$ cat config.mk
export PLATFORM = sky130hd
export DESIGN_NAME = image_port_fifo_and_reference_coding
export DESIGN_NICKNAME = d
export VERILOG_FILES = /design/src/image_port.v
export VERILOG_INCLUDE_DIRS = /design/src
export SDC_FILE = /design/constraint.sdc
export NUM_CORES = 2
export LEC_CHECK = 0
export ABC_CLOCK_PERIOD_IN_PS = 3900
export BUFFER_PORTS_ARGS = -buffer_cell sky130_fd_sc_hd__buf_2
export CORE_ASPECT_RATIO = 0.8
export CORE_MARGIN = 4
export CORE_UTILIZATION = 40
export CTS_CLUSTER_SIZE = 12
export DETAILED_ROUTE_END_ITERATION = 8
export PLACE_DENSITY_LB_ADDON = 0.05
export RECOVER_POWER = 50
export SKIP_CTS_REPAIR_TIMING = 1
export SYNTH_ARGS = -nofsm -noshare
export SYNTH_HDL_FRONTEND = slang
export SYNTH_SLANG_ARGS = --single-unit
$ cat constraint.sdc
create_clock -name mclk -period 3.9 [get_ports mclk]
set_input_delay 0.585 -clock mclk [delete_from_list [all_inputs] [get_ports mclk]]
set_output_delay 0.585 -clock mclk [all_outputs]
set_load 0.005 [all_outputs]
$ cat src/img_port_consts.vh
/*
  constants of the image port output stage: register offset and fields, fill levels,
  lead-in and header bytes, timing reference codes, value remapping, buffer sizes.
  assumes inclusion by bare name from the design file.
*/
`ifndef IMG_PORT_CONSTS_VH
`define IMG_PORT_CONSTS_VH

`define REG_FLAG_LEVELS 8'h86
`define REG_FLAG_LEVELS_RST 4'h0
`define AE_FLD_LSB 0
`define AF_FLD_LSB 2
`define OVF_CLR_BIT 4
`define RD_AE_BIT 4
`define RD_FILL_BIT 5
`define RD_AF_BIT 6
`define RD_OVF_BIT 7

`define VFIFO_DEPTH 32
`define TXT_SEC_LEN 64

`define AF_LVL_0 6'h10
`define AF_LVL_1 6'h18
`define AF_LVL_2 6'h1C
`define AE_LVL_0 6'h10
`define AE_LVL_1 6'h08
`define AE_LVL_2 6'h04
`define AE_LVL_3 6'h00

`define IDLE_BYTE 8'h00
`define LEAD_FIRST 8'hFF
`define LEAD_NEXT 8'h00
`define ANC_FIRST 8'h00
`define ANC_NEXT 8'hFF
`define HID_CODES_MIN 6'h3E
`define HID_MSB_ONE 6'h3E

`define REMAP_LOW_IN 8'h00
`define REMAP_HIGH_IN 8'hFF
`define REMAP_LOW_OUT 8'h03
`define REMAP_HIGH_OUT 8'hFC

`define SEL_AE 3'h0
`define SEL_FILL 3'h1
`define SEL_AF 3'h2
`define SEL_OVF 3'h3
`define SEL_MARK 3'h4

// code kinds, then codes indexed by msb and field id
`define KIND_SAV_ACT 2'h0
`define KIND_EAV_ACT 2'h1
`define KIND_SAV_BLK 2'h2
`define KIND_EAV_BLK 2'h3
`define TRC_SAV_ACT_00 8'h0E
`define TRC_SAV_ACT_01 8'h49
`define TRC_SAV_ACT_10 8'h80
`define TRC_SAV_ACT_11 8'hC7
`define TRC_EAV_ACT_00 8'h13
`define TRC_EAV_ACT_01 8'h54
`define TRC_EAV_ACT_10 8'h9D
`define TRC_EAV_ACT_11 8'hDA
`define TRC_SAV_BLK_00 8'h25
`define TRC_SAV_BLK_01 8'h62
`define TRC_SAV_BLK_10 8'hAB
`define TRC_SAV_BLK_11 8'hEC
`define TRC_EAV_BLK_00 8'h38
`define TRC_EAV_BLK_01 8'h7F
`define TRC_EAV_BLK_10 8'hB6
`define TRC_EAV_BLK_11 8'hF1

`endif

$ cat src/image_port.v
/*
  image port output stage: video fifo with fill flags, two-section text buffer,
  video/text arbiter, byte serializer with reference codes and reference pins.
  assumes scaler, slicer and the register port on mclk; port_clk and the gating
  input come from the attached party and are sampled here.
*/
// Operation
// - video fifo of 32 double words sits behind the scaler.
// - port steps on every clock or on rising edges of the external port clock.
// - four fifo flags: almost empty, combined filled, almost full, overflow.
// - combined flag sets at almost full, clears below almost empty, or at empty when almost empty is set to empty.
// - level register selects almost full 16/24/28/full and almost empty 16/8/4/empty.
// - any fifo flag or the marker can be routed to either general pin.
// - text buffer has two sections; whole lines go out gap free.
// - each sliced line leads with a header holding line number and standard.
// - identifier below 3Eh uses ancillary header, 3Eh or 3Fh uses codes.
// - sliced marker sets on first ancillary byte, clears on start code.
// - remap on turns 00h and FFh into 03h and FCh.
// - text goes out only between video lines with the video fifo empty.
// - reference pins show gates or one-step pulses on gate rising edges.
// - qualifier marks valid bytes; idle cycles carry 00h.
// - timing reference codes can be dropped from the stream.
// - external gate holds output; the port stalls and then resumes.
// - qualifier and reference pins have selectable polarity, default active high.
// - start of active line codes 0E/49 or 80/C7.
// - end of non-last active line codes 13/54 or 9D/DA.
// - end of last active or blanking line codes 38/7F or B6/F1.
// - every code byte is led by FFh, 00h, 00h.
`timescale 1ns/1ns
`include "img_port_consts.vh"

module stream_fifo #(
  parameter WIDTH = 8,
  parameter DEPTH = 16,
  parameter AW = 4
) (
  input wire clk,
  input wire rst,
  input wire [WIDTH-1:0] in_data,
  input wire in_valid,
  output wire in_ready,
  output wire [WIDTH-1:0] out_data,
  output wire out_valid,
  input wire out_ready,
  output wire [AW:0] count
);
  // depth must be a power of two so that the pointers wrap by themselves
  localparam [AW:0] FULL_CNT = DEPTH;
  reg [WIDTH-1:0] mem [0:DEPTH-1];
  reg [AW-1:0] wr_ff;
  reg [AW-1:0] rd_ff;
  reg [AW:0] cnt_ff;
  wire push = in_valid & in_ready;
  wire pop = out_valid & out_ready;

  assign in_ready = (cnt_ff != FULL_CNT);
  assign out_valid = (cnt_ff != {(AW+1){1'b0}});
  assign out_data = mem[rd_ff];
  assign count = cnt_ff;

  always @(posedge clk) begin
    if (push) begin
      mem[wr_ff] <= in_data;
    end
  end

  always @(posedge clk) begin
    if (rst) begin
      wr_ff <= {AW{1'b0}};
      rd_ff <= {AW{1'b0}};
      cnt_ff <= {(AW+1){1'b0}};
    end else begin
      if (push) begin
        wr_ff <= wr_ff + 1'b1;
      end
      if (pop) begin
        rd_ff <= rd_ff + 1'b1;
      end
      if (push & ~pop) begin
        cnt_ff <= cnt_ff + 1'b1;
      end else if (pop & ~push) begin
        cnt_ff <= cnt_ff - 1'b1;
      end
    end
  end
endmodule // stream_fifo

module image_port_fifo_and_reference_coding #(
  parameter VDEPTH = `VFIFO_DEPTH,
  parameter VAW = 5,
  parameter TSEC = `TXT_SEC_LEN,
  parameter TAW = 6
) (
  input wire mclk,
  input wire srst,
  input wire [7:0] reg_addr,
  input wire [7:0] reg_wdata,
  input wire reg_wr,
  output reg [7:0] reg_rdata_ff,
  input wire ext_clk_mode,
  input wire port_clk,
  input wire gate_use,
  input wire external_gate_input,
  input wire codes_off,
  input wire ref_pulse_mode,
  input wire sliced_value_remap,
  input wire [5:0] sliced_header_identifier,
  input wire video_code_msb,
  input wire [2:0] pin_a_sel,
  input wire [2:0] pin_b_sel,
  input wire [4:0] out_invert,
  input wire [31:0] scl_dw,
  input wire scl_first,
  input wire scl_last,
  input wire scl_fid,
  input wire scl_vact,
  input wire scl_lastline,
  input wire scl_valid,
  output reg scl_ready_ff,
  input wire [7:0] txt_byte,
  input wire txt_valid,
  input wire txt_line_done,
  input wire [8:0] txt_line_num,
  input wire [3:0] txt_std,
  input wire txt_fid,
  output reg txt_ready_ff,
  output reg [7:0] pdata_ff,
  output reg output_qualifier_pin,
  output reg horizontal_ref_pin,
  output reg vertical_ref_pin,
  output reg general_output_pin_a,
  output reg general_output_pin_b
);
  localparam [5:0] S_IDLE = 6'b000001;
  localparam [5:0] S_LEAD = 6'b000010;
  localparam [5:0] S_CODE = 6'b000100;
  localparam [5:0] S_VID = 6'b001000;
  localparam [5:0] S_THDR = 6'b010000;
  localparam [5:0] S_TXT = 6'b100000;
  localparam [TAW:0] TSEC_W = TSEC;
  localparam [VAW:0] VSLACK = VDEPTH - 1;
  localparam [VAW:0] VFULL = VDEPTH;

  function [7:0] trc;
    input [1:0] kind;
    input msb;
    input fid;
    begin
      case ({kind, msb, fid})
        4'h0: trc = `TRC_SAV_ACT_00;
        4'h1: trc = `TRC_SAV_ACT_01;
        4'h2: trc = `TRC_SAV_ACT_10;
        4'h3: trc = `TRC_SAV_ACT_11;
        4'h4: trc = `TRC_EAV_ACT_00;
        4'h5: trc = `TRC_EAV_ACT_01;
        4'h6: trc = `TRC_EAV_ACT_10;
        4'h7: trc = `TRC_EAV_ACT_11;
        4'h8: trc = `TRC_SAV_BLK_00;
        4'h9: trc = `TRC_SAV_BLK_01;
        4'hA: trc = `TRC_SAV_BLK_10;
        4'hB: trc = `TRC_SAV_BLK_11;
        4'hC: trc = `TRC_EAV_BLK_00;
        4'hD: trc = `TRC_EAV_BLK_01;
        4'hE: trc = `TRC_EAV_BLK_10;
        default: trc = `TRC_EAV_BLK_11;
      endcase
    end
  endfunction

  // link sampling
  reg pclk_m_ff, pclk_s_ff, pclk_d_ff, gate_m_ff, gate_s_ff;
  always @(posedge mclk) begin
    if (srst) begin
      pclk_m_ff <= 1'b0;
      pclk_s_ff <= 1'b0;
      pclk_d_ff <= 1'b0;
      gate_m_ff <= 1'b0;
      gate_s_ff <= 1'b0;
    end else begin
      pclk_m_ff <= port_clk;
      pclk_s_ff <= pclk_m_ff;
      pclk_d_ff <= pclk_s_ff;
      gate_m_ff <= external_gate_input;
      gate_s_ff <= gate_m_ff;
    end
  end
  wire tick = ext_clk_mode ? (pclk_s_ff & ~pclk_d_ff) : 1'b1;
  wire go = tick & (~gate_use | gate_s_ff);

  // video fifo
  wire [36:0] vf_out;
  wire vf_out_valid, vf_in_ready;
  wire [VAW:0] vcount;
  reg vpop;
  stream_fifo #(.WIDTH(37), .DEPTH(VDEPTH), .AW(VAW)) u_vfifo (
    .clk(mclk),
    .rst(srst),
    .in_data({scl_first, scl_last, scl_fid, scl_vact, scl_lastline, scl_dw}),
    .in_valid(scl_valid),
    .in_ready(vf_in_ready),
    .out_data(vf_out),
    .out_valid(vf_out_valid),
    .out_ready(vpop),
    .count(vcount)
  );

  // level register and flags
  reg [3:0] lvl_ff;
  reg ae_ff, fill_ff, af_ff, ovf_ff, mark_ff;
  reg [5:0] af_lvl, ae_lvl;
  wire [1:0] af_fld = lvl_ff[`AF_FLD_LSB+1:`AF_FLD_LSB];
  wire [1:0] ae_fld = lvl_ff[`AE_FLD_LSB+1:`AE_FLD_LSB];
  wire lvl_wr = reg_wr & (reg_addr == `REG_FLAG_LEVELS);
  wire [5:0] vcnt6 = vcount;
  wire at_af = (vcnt6 >= af_lvl);
  wire below_ae = (vcnt6 < ae_lvl) | ((ae_fld == 2'h3) & (vcnt6 == 6'h00));
  always @* begin
    case (af_fld)
      2'h0: af_lvl = `AF_LVL_0;
      2'h1: af_lvl = `AF_LVL_1;
      2'h2: af_lvl = `AF_LVL_2;
      default: af_lvl = VFULL;
    endcase
    case (ae_fld)
      2'h0: ae_lvl = `AE_LVL_0;
      2'h1: ae_lvl = `AE_LVL_1;
      2'h2: ae_lvl = `AE_LVL_2;
      default: ae_lvl = `AE_LVL_3;
    endcase
  end
  always @(posedge mclk) begin
    if (srst) begin
      lvl_ff <= `REG_FLAG_LEVELS_RST;
      ae_ff <= 1'b1;
      fill_ff <= 1'b0;
      af_ff <= 1'b0;
      ovf_ff <= 1'b0;
      reg_rdata_ff <= 8'h00;
      scl_ready_ff <= 1'b0;
    end else begin
      if (lvl_wr) begin
        lvl_ff <= reg_wdata[3:0];
      end
      ae_ff <= (vcnt6 <= ae_lvl);
      af_ff <= at_af;
      if (at_af) begin
        fill_ff <= 1'b1;
      end else if (below_ae) begin
        fill_ff <= 1'b0;
      end
      if (scl_valid & ~vf_in_ready) begin
        ovf_ff <= 1'b1;
      end else if (lvl_wr & reg_wdata[`OVF_CLR_BIT]) begin
        ovf_ff <= 1'b0;
      end
      if (reg_addr == `REG_FLAG_LEVELS) begin
        reg_rdata_ff <= {ovf_ff, af_ff, fill_ff, ae_ff, lvl_ff};
      end else begin
        reg_rdata_ff <= 8'h00;
      end
      // one spare entry absorbs the word taken in the cycle ready falls
      scl_ready_ff <= (vcount < VSLACK);
    end
  end

  // text buffer, two sections
  reg [7:0] tmem [0:2*TSEC-1];
  reg [TAW:0] slen_ff [0:1];
  reg [13:0] shdr_ff [0:1];
  reg [1:0] sec_full_ff, nxt_full;
  reg wsec_ff, rsec_ff, nxt_wsec, trel;
  reg [TAW:0] wcnt_ff;
  wire wr_ok = ~sec_full_ff[wsec_ff];
  always @(posedge mclk) begin
    if (txt_valid & wr_ok & (wcnt_ff < TSEC_W)) begin
      tmem[{wsec_ff, wcnt_ff[TAW-1:0]}] <= txt_byte;
    end
    if (txt_line_done & wr_ok) begin
      slen_ff[wsec_ff] <= wcnt_ff;
      shdr_ff[wsec_ff] <= {txt_line_num, txt_std, txt_fid};
    end
  end
  always @* begin
    nxt_full = sec_full_ff;
    nxt_wsec = wsec_ff;
    if (txt_line_done & wr_ok) begin
      nxt_full[wsec_ff] = 1'b1;
      nxt_wsec = ~wsec_ff;
    end
    if (trel) begin
      nxt_full[rsec_ff] = 1'b0;
    end
  end
  always @(posedge mclk) begin
    if (srst) begin
      sec_full_ff <= 2'b00;
      wsec_ff <= 1'b0;
      rsec_ff <= 1'b0;
      wcnt_ff <= {(TAW+1){1'b0}};
      txt_ready_ff <= 1'b0;
    end else begin
      sec_full_ff <= nxt_full;
      wsec_ff <= nxt_wsec;
      txt_ready_ff <= ~nxt_full[nxt_wsec];
      if (trel) begin
        rsec_ff <= ~rsec_ff;
      end
      if (txt_line_done & wr_ok) begin
        wcnt_ff <= {(TAW+1){1'b0}};
      end else if (txt_valid & wr_ok & (wcnt_ff < TSEC_W)) begin
        wcnt_ff <= wcnt_ff + 1'b1;
      end
    end
  end

  // serializer
  reg [5:0] st_ff, ret_ff;
  reg [1:0] cnt_ff, bidx_ff;
  reg [2:0] hidx_ff;
  reg [TAW-1:0] ridx_ff;
  reg [36:0] cur_ff;
  reg [7:0] code_ff;
  reg in_line_ff, vact_ff, fid_ff;
  wire [5:0] hid = sliced_header_identifier;
  wire hid_codes = (hid >= `HID_CODES_MIN);
  wire hid_msb = (hid == `HID_MSB_ONE);
  wire [TAW:0] tlen = slen_ff[rsec_ff];
  wire [13:0] thdr = shdr_ff[rsec_ff];
  wire tlast = ({1'b0, ridx_ff} + 1'b1) == tlen;
  wire txt_avail = sec_full_ff[rsec_ff] & ~vf_out_valid & ~in_line_ff;
  wire [7:0] raw = tmem[{rsec_ff, ridx_ff}];
  wire [6:0] idi1_lo = {thdr[0], thdr[13:8]};
  wire [6:0] idi2_lo = {thdr[7:5], thdr[4:1]};
  reg [7:0] hdr_byte, txt_out;

  always @* begin
    case (hidx_ff)
      3'h0: hdr_byte = `ANC_FIRST;
      3'h1: hdr_byte = `ANC_NEXT;
      3'h2: hdr_byte = `ANC_NEXT;
      3'h3: hdr_byte = {~(^hid), ^hid, hid};
      3'h4: hdr_byte = {~(^idi1_lo), idi1_lo};
      default: hdr_byte = {~(^idi2_lo), idi2_lo};
    endcase
    txt_out = raw;
    if (sliced_value_remap & (raw == `REMAP_LOW_IN)) begin
      txt_out = `REMAP_LOW_OUT;
    end else if (sliced_value_remap & (raw == `REMAP_HIGH_IN)) begin
      txt_out = `REMAP_HIGH_OUT;
    end
    vpop = go & vf_out_valid &
      ((st_ff == S_IDLE) | ((st_ff == S_VID) & (bidx_ff == 2'h3) & ~cur_ff[35]));
    trel = go & (((st_ff == S_TXT) & tlast) |
      ((st_ff == S_THDR) & (hidx_ff == 3'h5) & (tlen == {(TAW+1){1'b0}})));
  end

  always @(posedge mclk) begin
    if (srst) begin
      st_ff <= S_IDLE;
      ret_ff <= S_IDLE;
      cnt_ff <= 2'h0;
      bidx_ff <= 2'h0;
      hidx_ff <= 3'h0;
      ridx_ff <= {TAW{1'b0}};
      cur_ff <= 37'h0_0000_0000;
      code_ff <= 8'h00;
      in_line_ff <= 1'b0;
      vact_ff <= 1'b0;
      fid_ff <= 1'b0;
      mark_ff <= 1'b0;
      pdata_ff <= `IDLE_BYTE;
      output_qualifier_pin <= 1'b0;
    end else if (tick) begin
      pdata_ff <= `IDLE_BYTE;
      output_qualifier_pin <= out_invert[0];
      if (go) begin
        case (st_ff)
          S_IDLE: begin
            if (vf_out_valid) begin
              cur_ff <= vf_out;
              bidx_ff <= 2'h0;
              st_ff <= S_VID;
              if (vf_out[36] & ~in_line_ff) begin
                in_line_ff <= 1'b1;
                vact_ff <= vf_out[33];
                fid_ff <= vf_out[34];
                if (~codes_off) begin
                  code_ff <= trc(vf_out[33] ? `KIND_SAV_ACT : `KIND_SAV_BLK,
                    video_code_msb, vf_out[34]);
                  ret_ff <= S_VID;
                  cnt_ff <= 2'h0;
                  st_ff <= S_LEAD;
                end
              end
            end else if (txt_avail) begin
              ridx_ff <= {TAW{1'b0}};
              if (~hid_codes) begin
                hidx_ff <= 3'h0;
                st_ff <= S_THDR;
              end else begin
                hidx_ff <= 3'h4;
                st_ff <= S_THDR;
                if (~codes_off) begin
                  code_ff <= trc(`KIND_SAV_BLK, hid_msb, thdr[0]);
                  ret_ff <= S_THDR;
                  cnt_ff <= 2'h0;
                  st_ff <= S_LEAD;
                end
              end
            end
          end
          S_LEAD: begin
            pdata_ff <= (cnt_ff == 2'h0) ? `LEAD_FIRST : `LEAD_NEXT;
            output_qualifier_pin <= ~out_invert[0];
            cnt_ff <= cnt_ff + 1'b1;
            if (cnt_ff == 2'h2) begin
              st_ff <= S_CODE;
            end
          end
          S_CODE: begin
            pdata_ff <= code_ff;
            output_qualifier_pin <= ~out_invert[0];
            st_ff <= ret_ff;
            if (ret_ff != S_IDLE) begin
              mark_ff <= 1'b0;
            end
          end
          S_VID: begin
            pdata_ff <= cur_ff[8*bidx_ff +: 8];
            output_qualifier_pin <= ~out_invert[0];
            bidx_ff <= bidx_ff + 1'b1;
            if (bidx_ff == 2'h3) begin
              if (cur_ff[35]) begin
                in_line_ff <= 1'b0;
                st_ff <= S_IDLE;
                if (~codes_off) begin
                  code_ff <= trc((vact_ff & ~cur_ff[32]) ? `KIND_EAV_ACT : `KIND_EAV_BLK,
                    video_code_msb, fid_ff);
                  ret_ff <= S_IDLE;
                  cnt_ff <= 2'h0;
                  st_ff <= S_LEAD;
                end
              end else if (vf_out_valid) begin
                cur_ff <= vf_out;
              end else begin
                st_ff <= S_IDLE;
              end
            end
          end
          S_THDR: begin
            pdata_ff <= hdr_byte;
            output_qualifier_pin <= ~out_invert[0];
            hidx_ff <= hidx_ff + 1'b1;
            if (hidx_ff == 3'h0) begin
              mark_ff <= 1'b1;
            end
            if (hidx_ff == 3'h5) begin
              st_ff <= S_TXT;
              if (tlen == {(TAW+1){1'b0}}) begin
                st_ff <= S_IDLE;
                if (hid_codes & ~codes_off) begin
                  code_ff <= trc(`KIND_EAV_BLK, hid_msb, thdr[0]);
                  ret_ff <= S_IDLE;
                  cnt_ff <= 2'h0;
                  st_ff <= S_LEAD;
                end
              end
            end
          end
          S_TXT: begin
            pdata_ff <= txt_out;
            output_qualifier_pin <= ~out_invert[0];
            ridx_ff <= ridx_ff + 1'b1;
            if (tlast) begin
              st_ff <= S_IDLE;
              if (hid_codes & ~codes_off) begin
                code_ff <= trc(`KIND_EAV_BLK, hid_msb, thdr[0]);
                ret_ff <= S_IDLE;
                cnt_ff <= 2'h0;
                st_ff <= S_LEAD;
              end
            end
          end
          default: st_ff <= S_IDLE;
        endcase
      end
    end
  end

  // reference and general pins
  reg h_prev_ff, v_prev_ff;
  wire v_gate = in_line_ff & vact_ff;
  reg [4:0] flag_vec;
  always @* begin
    flag_vec = {mark_ff, ovf_ff, af_ff, fill_ff, ae_ff};
  end
  always @(posedge mclk) begin
    if (srst) begin
      h_prev_ff <= 1'b0;
      v_prev_ff <= 1'b0;
      horizontal_ref_pin <= 1'b0;
      vertical_ref_pin <= 1'b0;
      general_output_pin_a <= 1'b0;
      general_output_pin_b <= 1'b0;
    end else begin
      if (tick) begin
        h_prev_ff <= in_line_ff;
        v_prev_ff <= v_gate;
        horizontal_ref_pin <= out_invert[1] ^
          (ref_pulse_mode ? (in_line_ff & ~h_prev_ff) : in_line_ff);
        vertical_ref_pin <= out_invert[2] ^
          (ref_pulse_mode ? (v_gate & ~v_prev_ff) : v_gate);
      end
      general_output_pin_a <= out_invert[3] ^
        ((pin_a_sel <= `SEL_MARK) ? flag_vec[pin_a_sel] : 1'b0);
      general_output_pin_b <= out_invert[4] ^
        ((pin_b_sel <= `SEL_MARK) ? flag_vec[pin_b_sel] : 1'b0);
    end
  end
endmodule // image_port_fifo_and_reference_coding

# Word level (Yosys, flattened, before mapping)
# Memories as Yosys holds them, arrays and structs flattened. A register that Yosys moved wholly into a read port is not among the register bits.
# Cells that the tools add are included.
[totals]
inputBits = 106
register_bits = 139
mem_bits_rw = 2250
rom_bits = 256
output_inout_bits = 23
n_memories = 6
word_cells = 354
[memory_table]
columns = ["name", "depth", "width", "read_ports", "rd_ports_with_merged_regs", "write_ports", "line", "rtl"]
rows = [
  ["u_vfifo.mem", 32, 37, 1, 1, 1, "image_port.v:49", "reg [WIDTH-1:0] mem [0:DEPTH-1];"],
  ["tmem", 128, 8, 1, 0, 1, "image_port.v:267", "reg [7:0] tmem [0:2*TSEC-1];"],
  ["(no name shown)", 16, 8, 1, 0, 0, "image_port.v:149", "case ({kind, msb, fid})"],
  ["(no name shown)", 16, 8, 1, 0, 0, "image_port.v:149", ""],
  ["shdr_ff", 2, 14, 1, 1, 1, "image_port.v:269", "reg [13:0] shdr_ff [0:1];"],
  ["slen_ff", 2, 7, 1, 1, 1, "image_port.v:268", "reg [TAW:0] slen_ff [0:1];"],
]
[op_classes]
n_reduce_logical = 38
shifts = 1
n_eq_ne = 48
add_sub_neg = 10
bitwise_logic = 63
mux = 132
magnitude_cmp = 15
[ops]
columns = ["operator", "n"]
rows = [
  ["6-bit two-way mux", 26],
  ["37-bit two-way mux", 4],
  ["8-bit two-way mux", 17],
  ["8-bit one-hot mux with 4 select lines", 3],
  ["37-bit one-hot mux with 2 select lines", 1],
  ["8-bit one-hot mux with 5 select lines", 1],
  ["1-bit two-way mux", 38],
  ["37-bit by 6-bit variable part select with 8-bit output", 1],
  ["2-bit two-way mux", 18],
  ["6-bit one-hot mux with 6 select lines", 1],
  ["1-bit bitwise AND", 31],
  ["5-bit AND reduction", 5],
  ["6-bit one-hot mux with 4 select lines", 1],
  ["8-bit one-hot mux with 3 select lines", 1],
  ["1-bit inverter", 21],
  ["5-bit two-way mux", 4],
  ["6-bit one-hot mux with 3 select lines", 1],
  ["8-bit == test, second input constant", 2],
  ["2-bit != test, second input constant", 8],
  ["5-bit one-hot mux with 3 select lines", 1],
  ["2-bit == test, second input constant", 7],
  ["2-bit by 1-bit != test with 1-bit output, second input constant", 7],
  ["14-bit AND reduction", 1],
  ["7-bit AND reduction", 2],
  ["63 further kinds", 105],
]

# Depth between registers and ports, before layout
[depth]
ltp_word = 11
mapped_depth = 19
depth_no_buf = 16

# Modules after synthesis
# A second synthesis with hierarchy kept.
[hier_totals]
cells_unflattened = 5126
area_unflattened_um2 = 94485.6
[modules_own_cells]
columns = ["mod", "area_each_um2", "seq_area_each_um2", "cells_each", "n_inst"]
rows = [
  ["image_port_fifo_and_reference_coding", 48009.8, 34373.0, 2784, 1],
  ["stream_fifo", 46475.8, 35974.5, 2342, 1],
]

# Worst setup path before layout
# No wires, ideal clock.
[synth_path]
kind = "register -> register"
start = "reg st_ff[5]"
end = "reg u_vfifo.cnt_ff[5] (netlist: u_vfifo.count[5])"
slack_ns = 0.122
arrival_ns = 3.708
n_path_buf = 3
period_less_slack_ns = 3.778
required_time_ns = 3.830
setup_time_ns = 0.070
stages_incl_launch_ff = 20
cell_sequence = "dfxtp_1 > clkbuf_1 > nor4_1 > nand3b_1 > clkbuf_1 > nor2_1 > a21oi_1 > nor2_1 > clkbuf_1 > inv_1 > ha_1 > inv_1 > ha_1 > a21o_1 > a21oi_1 > o21bai_1 > a21oi_1 > xnor2_1 > or3_1 > a21oi_1"
[synth_via]
elab_chain_cells = 9
word_cells_on_any_way = 12
cone_classes = "eq/ne: 2; mux: 1; bitwise: 8; reduce/logical: 1"
[synth_lines]
columns = ["item", "line", "rtl"]
rows = [
  ["start, declared", "image_port.v:317", "reg [5:0] st_ff, ret_ff;"],
  ["start signal, assigned", "image_port.v:423", "st_ff <= ret_ff;"],
  ["6-bit by 4-bit == test with 1-bit output", "image_port.v:352", "((st_ff == S_IDLE) | ((st_ff == S_VID) & (bidx_ff == 2'h3) & ~cur_ff[35]));"],
  ["1-bit bitwise AND (2 in series)", "image_port.v:352", ""],
  ["1-bit bitwise OR *", "image_port.v:352", ""],
  ["1-bit bitwise AND *", "image_port.v:351", "vpop = go & vf_out_valid &"],
  ["1-bit bitwise AND *", "image_port.v:54", "wire pop = out_valid & out_ready;"],
  ["1-bit inverter", "image_port.v:79", "if (push & ~pop) begin"],
  ["1-bit bitwise AND", "image_port.v:79", ""],
  ["6-bit two-way mux / 2-bit nonzero test (equally long branches)", "-", ""],
  ["end signal, assigned", "image_port.v:71", "cnt_ff <= {(AW+1){1'b0}};"],
  ["end signal, assigned", "image_port.v:80", "cnt_ff <= cnt_ff + 1'b1;"],
  ["end signal, assigned", "image_port.v:82", "cnt_ff <= cnt_ff - 1'b1;"],
  ["end, declared", "image_port.v:52", "reg [AW:0] cnt_ff;"],
]
# Mark *: on every way between the ends. The rest lies on a longest branch, timed or not.
# A chain may end at the register's enable or synchronous reset.

# Worst setup path in the final report
[layout_path]
start = "reg ridx_ff[4]"
end = "reg pdata_ff[1]"
[layout_via]
elab_chain_cells = 7
word_cells_on_any_way = 9
cone_classes = "eq/ne: 1; mux: 4; bitwise: 2; reduce/logical: 1; memory: 1"
[layout_lines]
columns = ["item", "line", "rtl"]
rows = [
  ["start, declared", "image_port.v:320", "reg [TAW-1:0] ridx_ff;"],
  ["start signal, assigned", "image_port.v:364", "ridx_ff <= {TAW{1'b0}};"],
  ["start signal, assigned", "image_port.v:396", "ridx_ff <= {TAW{1'b0}};"],
  ["start signal, assigned", "image_port.v:473", "ridx_ff <= ridx_ff + 1'b1;"],
  ["memory 128 x 8 bit *", "-", ""],
  ["8-bit == test (no line)", "-", ""],
  ["1-bit bitwise AND", "image_port.v:348", "end else if (sliced_value_remap & (raw == `REMAP_HIGH_IN)) begin"],
  ["8-bit two-way mux", "image_port.v:348", ""],
  ["8-bit two-way mux *", "image_port.v:346", "if (sliced_value_remap & (raw == `REMAP_LOW_IN)) begin"],
  ["8-bit one-hot mux with 5 select lines *", "image_port.v:377", "case (st_ff)"],
  ["8-bit two-way mux *", "image_port.v:376", "if (go) begin"],
  ["end signal, assigned", "image_port.v:371", "pdata_ff <= `IDLE_BYTE;"],
  ["end signal, assigned", "image_port.v:374", "pdata_ff <= `IDLE_BYTE;"],
  ["end signal, assigned", "image_port.v:413", "pdata_ff <= (cnt_ff == 2'h0) ? `LEAD_FIRST : `LEAD_NEXT;"],
  ["end, declared", "image_port.v:127", "output reg [7:0] pdata_ff,"],
]
# Marked as above.

==> impl_metrics.py <==
metrics = {
    "die": {
        "start_util_pct": 40.3,
        "dieArea_um2": 242000,
        "rows": 158,
        "dieWidth_um": 548,
        "die_h_um": 440,
        "io_pins": 129,
        "core-area_um2": 232000,
    },
    "worst_setup_path": {
        "cp.arrival_ns": 4.56,
        "critPathMostFrequentCell": "buf_4",
        "rrSetupSlack_ns": 0.09,
        "cp.required_ns": 4.65,
        "worstReg2RegStart": "ridx_ff[4]",
        "crit_chain": "and2_1 > buf_4 > a22oi_1 > a21oi_1 > nor3_1 > buf_4 > o311ai_1 > buf_4 > nand4_1 > o311ai_0 > a311oi_1",
        "crit_type": "reg -> reg",
        "cpMaxStageDelayCell": "dfxtp_2",
        "r2r_end": "pdata_ff[1]",
        "r2r_cells": 11,
        "startpoint_type": "flip-flop",
        "slowest_delay_ns": 0.70,
        "crit_path_end_kind": "flip-flop",
        "critPathMaxFanout": 15,
    },
    "route": {
        "drc": 0,
        "dr.pass1.iters": 6,
        "first_iter_violations": 5148,
        "finalWirelength_um": 261000,
        "post_drt_wl_per_cell_um": 31.1,
        "ant_nets": 0,
        "via_per_inst": 5.69,
        "vias": 47686,
    },
    "placed_design": {
        "dpl.cell_count": 7930,
        "gp_congestion": 0.813,
        "port-buffer-count": 125,
        "dp.final_hpwl_um": 163000,
        "placed_area_um2": 101000,
    },
    "layout": {
        "seq_area_um2": 70400,
        "multi_input_area_um2": 22100,
        "drive_above_1_share_pct": 27.8,
        "fin_nets": 5230,
        "design_area_um2": 108000,
        "finalNonFillerCells": 8388,
        "num-fill-cells": 19589,
        "area_delta_synth_final_pct": 15.8,
    },
    "synthesis": {
        "async_flop_share_pct": 0,
        "ys_ff_latch": 2389,
        "syn_inst": 4535,
        "syn-num-nets": 4680,
        "synth_seq_area_share_pct": 75.3,
        "synth_area_um2": 93500,
        "yosysUniqueCellTypes": 75,
        "synth_enable_flop_cells": 2250,
        "dominantRegCellSynth": "edfxtp_1",
        "syn_area_per_cell_um2": 20.6,
        "ys_warn_count": 0,
    },
    "power": {
        "power_density_nw_per_um2": 532,
        "p_clk_share_pct": 38.4,
        "p_int_uw": 44100,
        "p_switching_uw": 13500,
        "seqPwrFrac_pct": 50.2,
        "p_leak_uw": 0.0334,
        "combPwrFrac_pct": 11.4,
        "vdd.ir_drop.worst_uv": 350,
        "power_uw": 57600,
        "switching_share_pct": 23.4,
    },
    "sta": {
        "worstMarginPinSlew_ns": 3.66,
        "slew_violations": 648,
        "setup_viol": 0,
        "rsz0062_at_grt": "no",
        "final.period_utilization_pct": 97.8,
        "fmax_mhz": 262,
        "fin_worst_skew_ns": 0.0407,
        "max-slew-margin-rel_pct": -144,
        "fin_crit_ns": 3.81,
        "hold_viol": 0,
    },
    "cts": {
        "cts_tree": "done",
        "cts.reportedPaths.clkPinSlew_ns": 0.06,
        "numClockSinks": 2389,
        "clk-insertion-delay-late_ns": 0.89,
        "cts_max_level": 4,
        "cts_root_buffer": "clkbuf_16",
        "numCtsBuffers": 246,
        "clockBufferDepth": 4,
    },
    "status": {
        "violations": "capacitance limit, slew limit",
        "outcome": "finished, violations left",
    },
    "grt": {
        "grt.overflow.total": 0,
        "antenna_found_initial": 16,
        "grt_pass1_wl_um": 370000,
        "grt_max_degree": 98,
        "grt_util_all_layers_pct": 21.5,
        "grt_pass1_vias": 47069,
    },
    "hold_path": {
        "holdPathStages": 3,
        "hold_start": "scl_valid",
        "hp-class": "in -> reg",
        "hold_end": "ovf_ff",
    },
    "job": {
        "maxCapViolCount": 11,
    },
}
## worst max-delay path: cells and delay by family, from the launching register on
| family | cells | cell delay, ns |
|---|---|---|
| buffers and inverters | 3 | 0.77 |
| AND/OR/NAND/NOR | 3 | 0.71 |
| AO/OA/AOI/OAI | 5 | 1.46 |
| flip-flops | 1 | 0.70 |
## area by class of cell
class                      count  share of cell area (%)
timing repair buffer         548                    4.02
tap                         3120                    3.61
clock inverter                58                   0.422
sequential                  2389                    65.0
antenna                        5                  0.0116
inverter                      34                   0.118
multi-input combinational   1866                    20.4
clock buffer                 368                    6.42
## metal layers
layer	global-route usage, %	wire (um)	up-vias
met5	0	27	-
met4	3.47	4180	4
met3	3.78	16200	305
met2	29.3	108000	1463
met1	36.0	132000	26040
li1	-	-	19874
## power by group through the flow
stage	Sequential, uW	Clock, uW	Combinational [uW]
finish	28900	22100	6560
floorplan	29200	0	4400
detailed placement	29400	0	6680
global placement	29400	0	6660
global route	28900	23900	7130
CTS	28900	22800	6700
## sequential cells by signal (all words and copies together), names as in the netlist, 6 cells and up, named ones only
signal,flops
u_vfifo.mem,1184
tmem,1024
wcnt_ff,7
pdata_ff,8
code_ff,8
reg_rdata_ff,8
ridx_ff,6
slen_ff,14
cur_ff,34
u_vfifo.count,6
st_ff,6
shdr_ff,28
## worst max-delay path by stage
stage                     from                to  slack (ns)  depth (start not counted)
finish              ridx_ff[4]       pdata_ff[1]        0.09                         11
floorplan             st_ff[5]  u_vfifo.count[5]        0.12                         19
CTS                 ridx_ff[0]       pdata_ff[1]       -0.05                         11
detailed placement  ridx_ff[0]       pdata_ff[1]       -0.03                         11
global placement    ridx_ff[0]       pdata_ff[1]       -0.04                         11
global route        ridx_ff[0]       pdata_ff[1]        0.03                         11
## placed cells by master, fill, tap and decap left out, types with 9 or more instances in the layout
cell,netlist,layout
and2_1,18,17
nor2_4,0,33
edfxtp_1,2250,2250
and3_1,11,11
o211ai_1,11,11
buf_4,10,333
mux2i_1,126,126
nand2b_1,10,10
nand2_1,153,153
xor2_1,26,26
a32oi_1,9,9
a21oi_1,83,83
buf_12,0,49
a22oi_1,33,33
dfxtp_1,139,129
inv_1,32,31
nand3_1,41,41
nor2b_1,34,32
buf_2,62,59
clkbuf_8,0,23
xnor2_1,31,31
clkbuf_16,0,251
dlygate4sd3_1,0,26
ha_1,38,38
nor2_1,309,275
nor3_1,26,25
or3_1,9,9
a31oi_1,10,10
a211oi_1,48,48
clkinv_2,0,20
mux4_2,622,622
o21ai_0,38,39
mux2_2,15,15
clkinv_1,0,27
clkbuf_1,127,169
nand4_1,10,10
a221oi_1,26,26
## metrics by stage
step	hold WS (ns)	setup WS [ns]	setup TNS (ns)	util, %
5_1_grt	0.00256	0.0286	0	46.6
2_1_floorplan	0.414	0.122	0	-
4_1_cts	-0.191	-0.0489	-0.0877	46.6
3_5_place_dp	0.440	-0.0271	-0.0440	43.4
6_report	0.0395	0.0857	0	46.7
3_3_place_gp	0.419	-0.0447	-0.0888	43.4
## cell families after synthesis
kind of cell	count (synthesis)	share of synthesized area, %
AOI/OAI and AO/OA	346	2.56
xor gates and xnor gates	58	0.558
adders and majority gates	39	0.530
buffers and inverters	280	1.41
DFF	2389	75.3
muxes	766	16.6
and+or+nand+nor	657	3.12
## synth_stat cells (9+ instances only)
| library cell | n | area (um^2) |
|---|---|---|
| a211oi_1 | 48 | 360 |
| a21oi_1 | 83 | 415 |
| a221oi_1 | 26 | 228 |
| a22oi_1 | 33 | 248 |
| a31oi_1 | 10 | 62.6 |
| a32oi_1 | 9 | 78.8 |
| and2_1 | 18 | 113 |
| and3_1 | 11 | 68.8 |
| buf_1 | 27 | 101 |
| buf_2 | 62 | 310 |
| buf_4 | 10 | 75.1 |
| buf_6 | 19 | 214 |
| clkbuf_1 | 127 | 477 |
| dfxtp_1 | 139 | 2780 |
| edfxtp_1 | 2250 | 67600 |
| ha_1 | 38 | 475 |
| inv_1 | 32 | 120 |
| mux2_2 | 15 | 169 |
| mux2i_1 | 126 | 1260 |
| mux4_2 | 622 | 14000 |
| nand2_1 | 153 | 574 |
| nand2b_1 | 10 | 62.6 |
| nand3_1 | 41 | 205 |
| nand4_1 | 10 | 62.6 |
| nor2_1 | 309 | 1160 |
| nor2b_1 | 34 | 213 |
| nor3_1 | 26 | 130 |
| nor4_1 | 10 | 62.6 |
| o211ai_1 | 11 | 82.6 |
| o21ai_0 | 38 | 190 |
| or3_1 | 9 | 56.3 |
| xnor2_1 | 31 | 272 |
| xor2_1 | 26 | 228 |
Power figures use the tool's default switching activity.
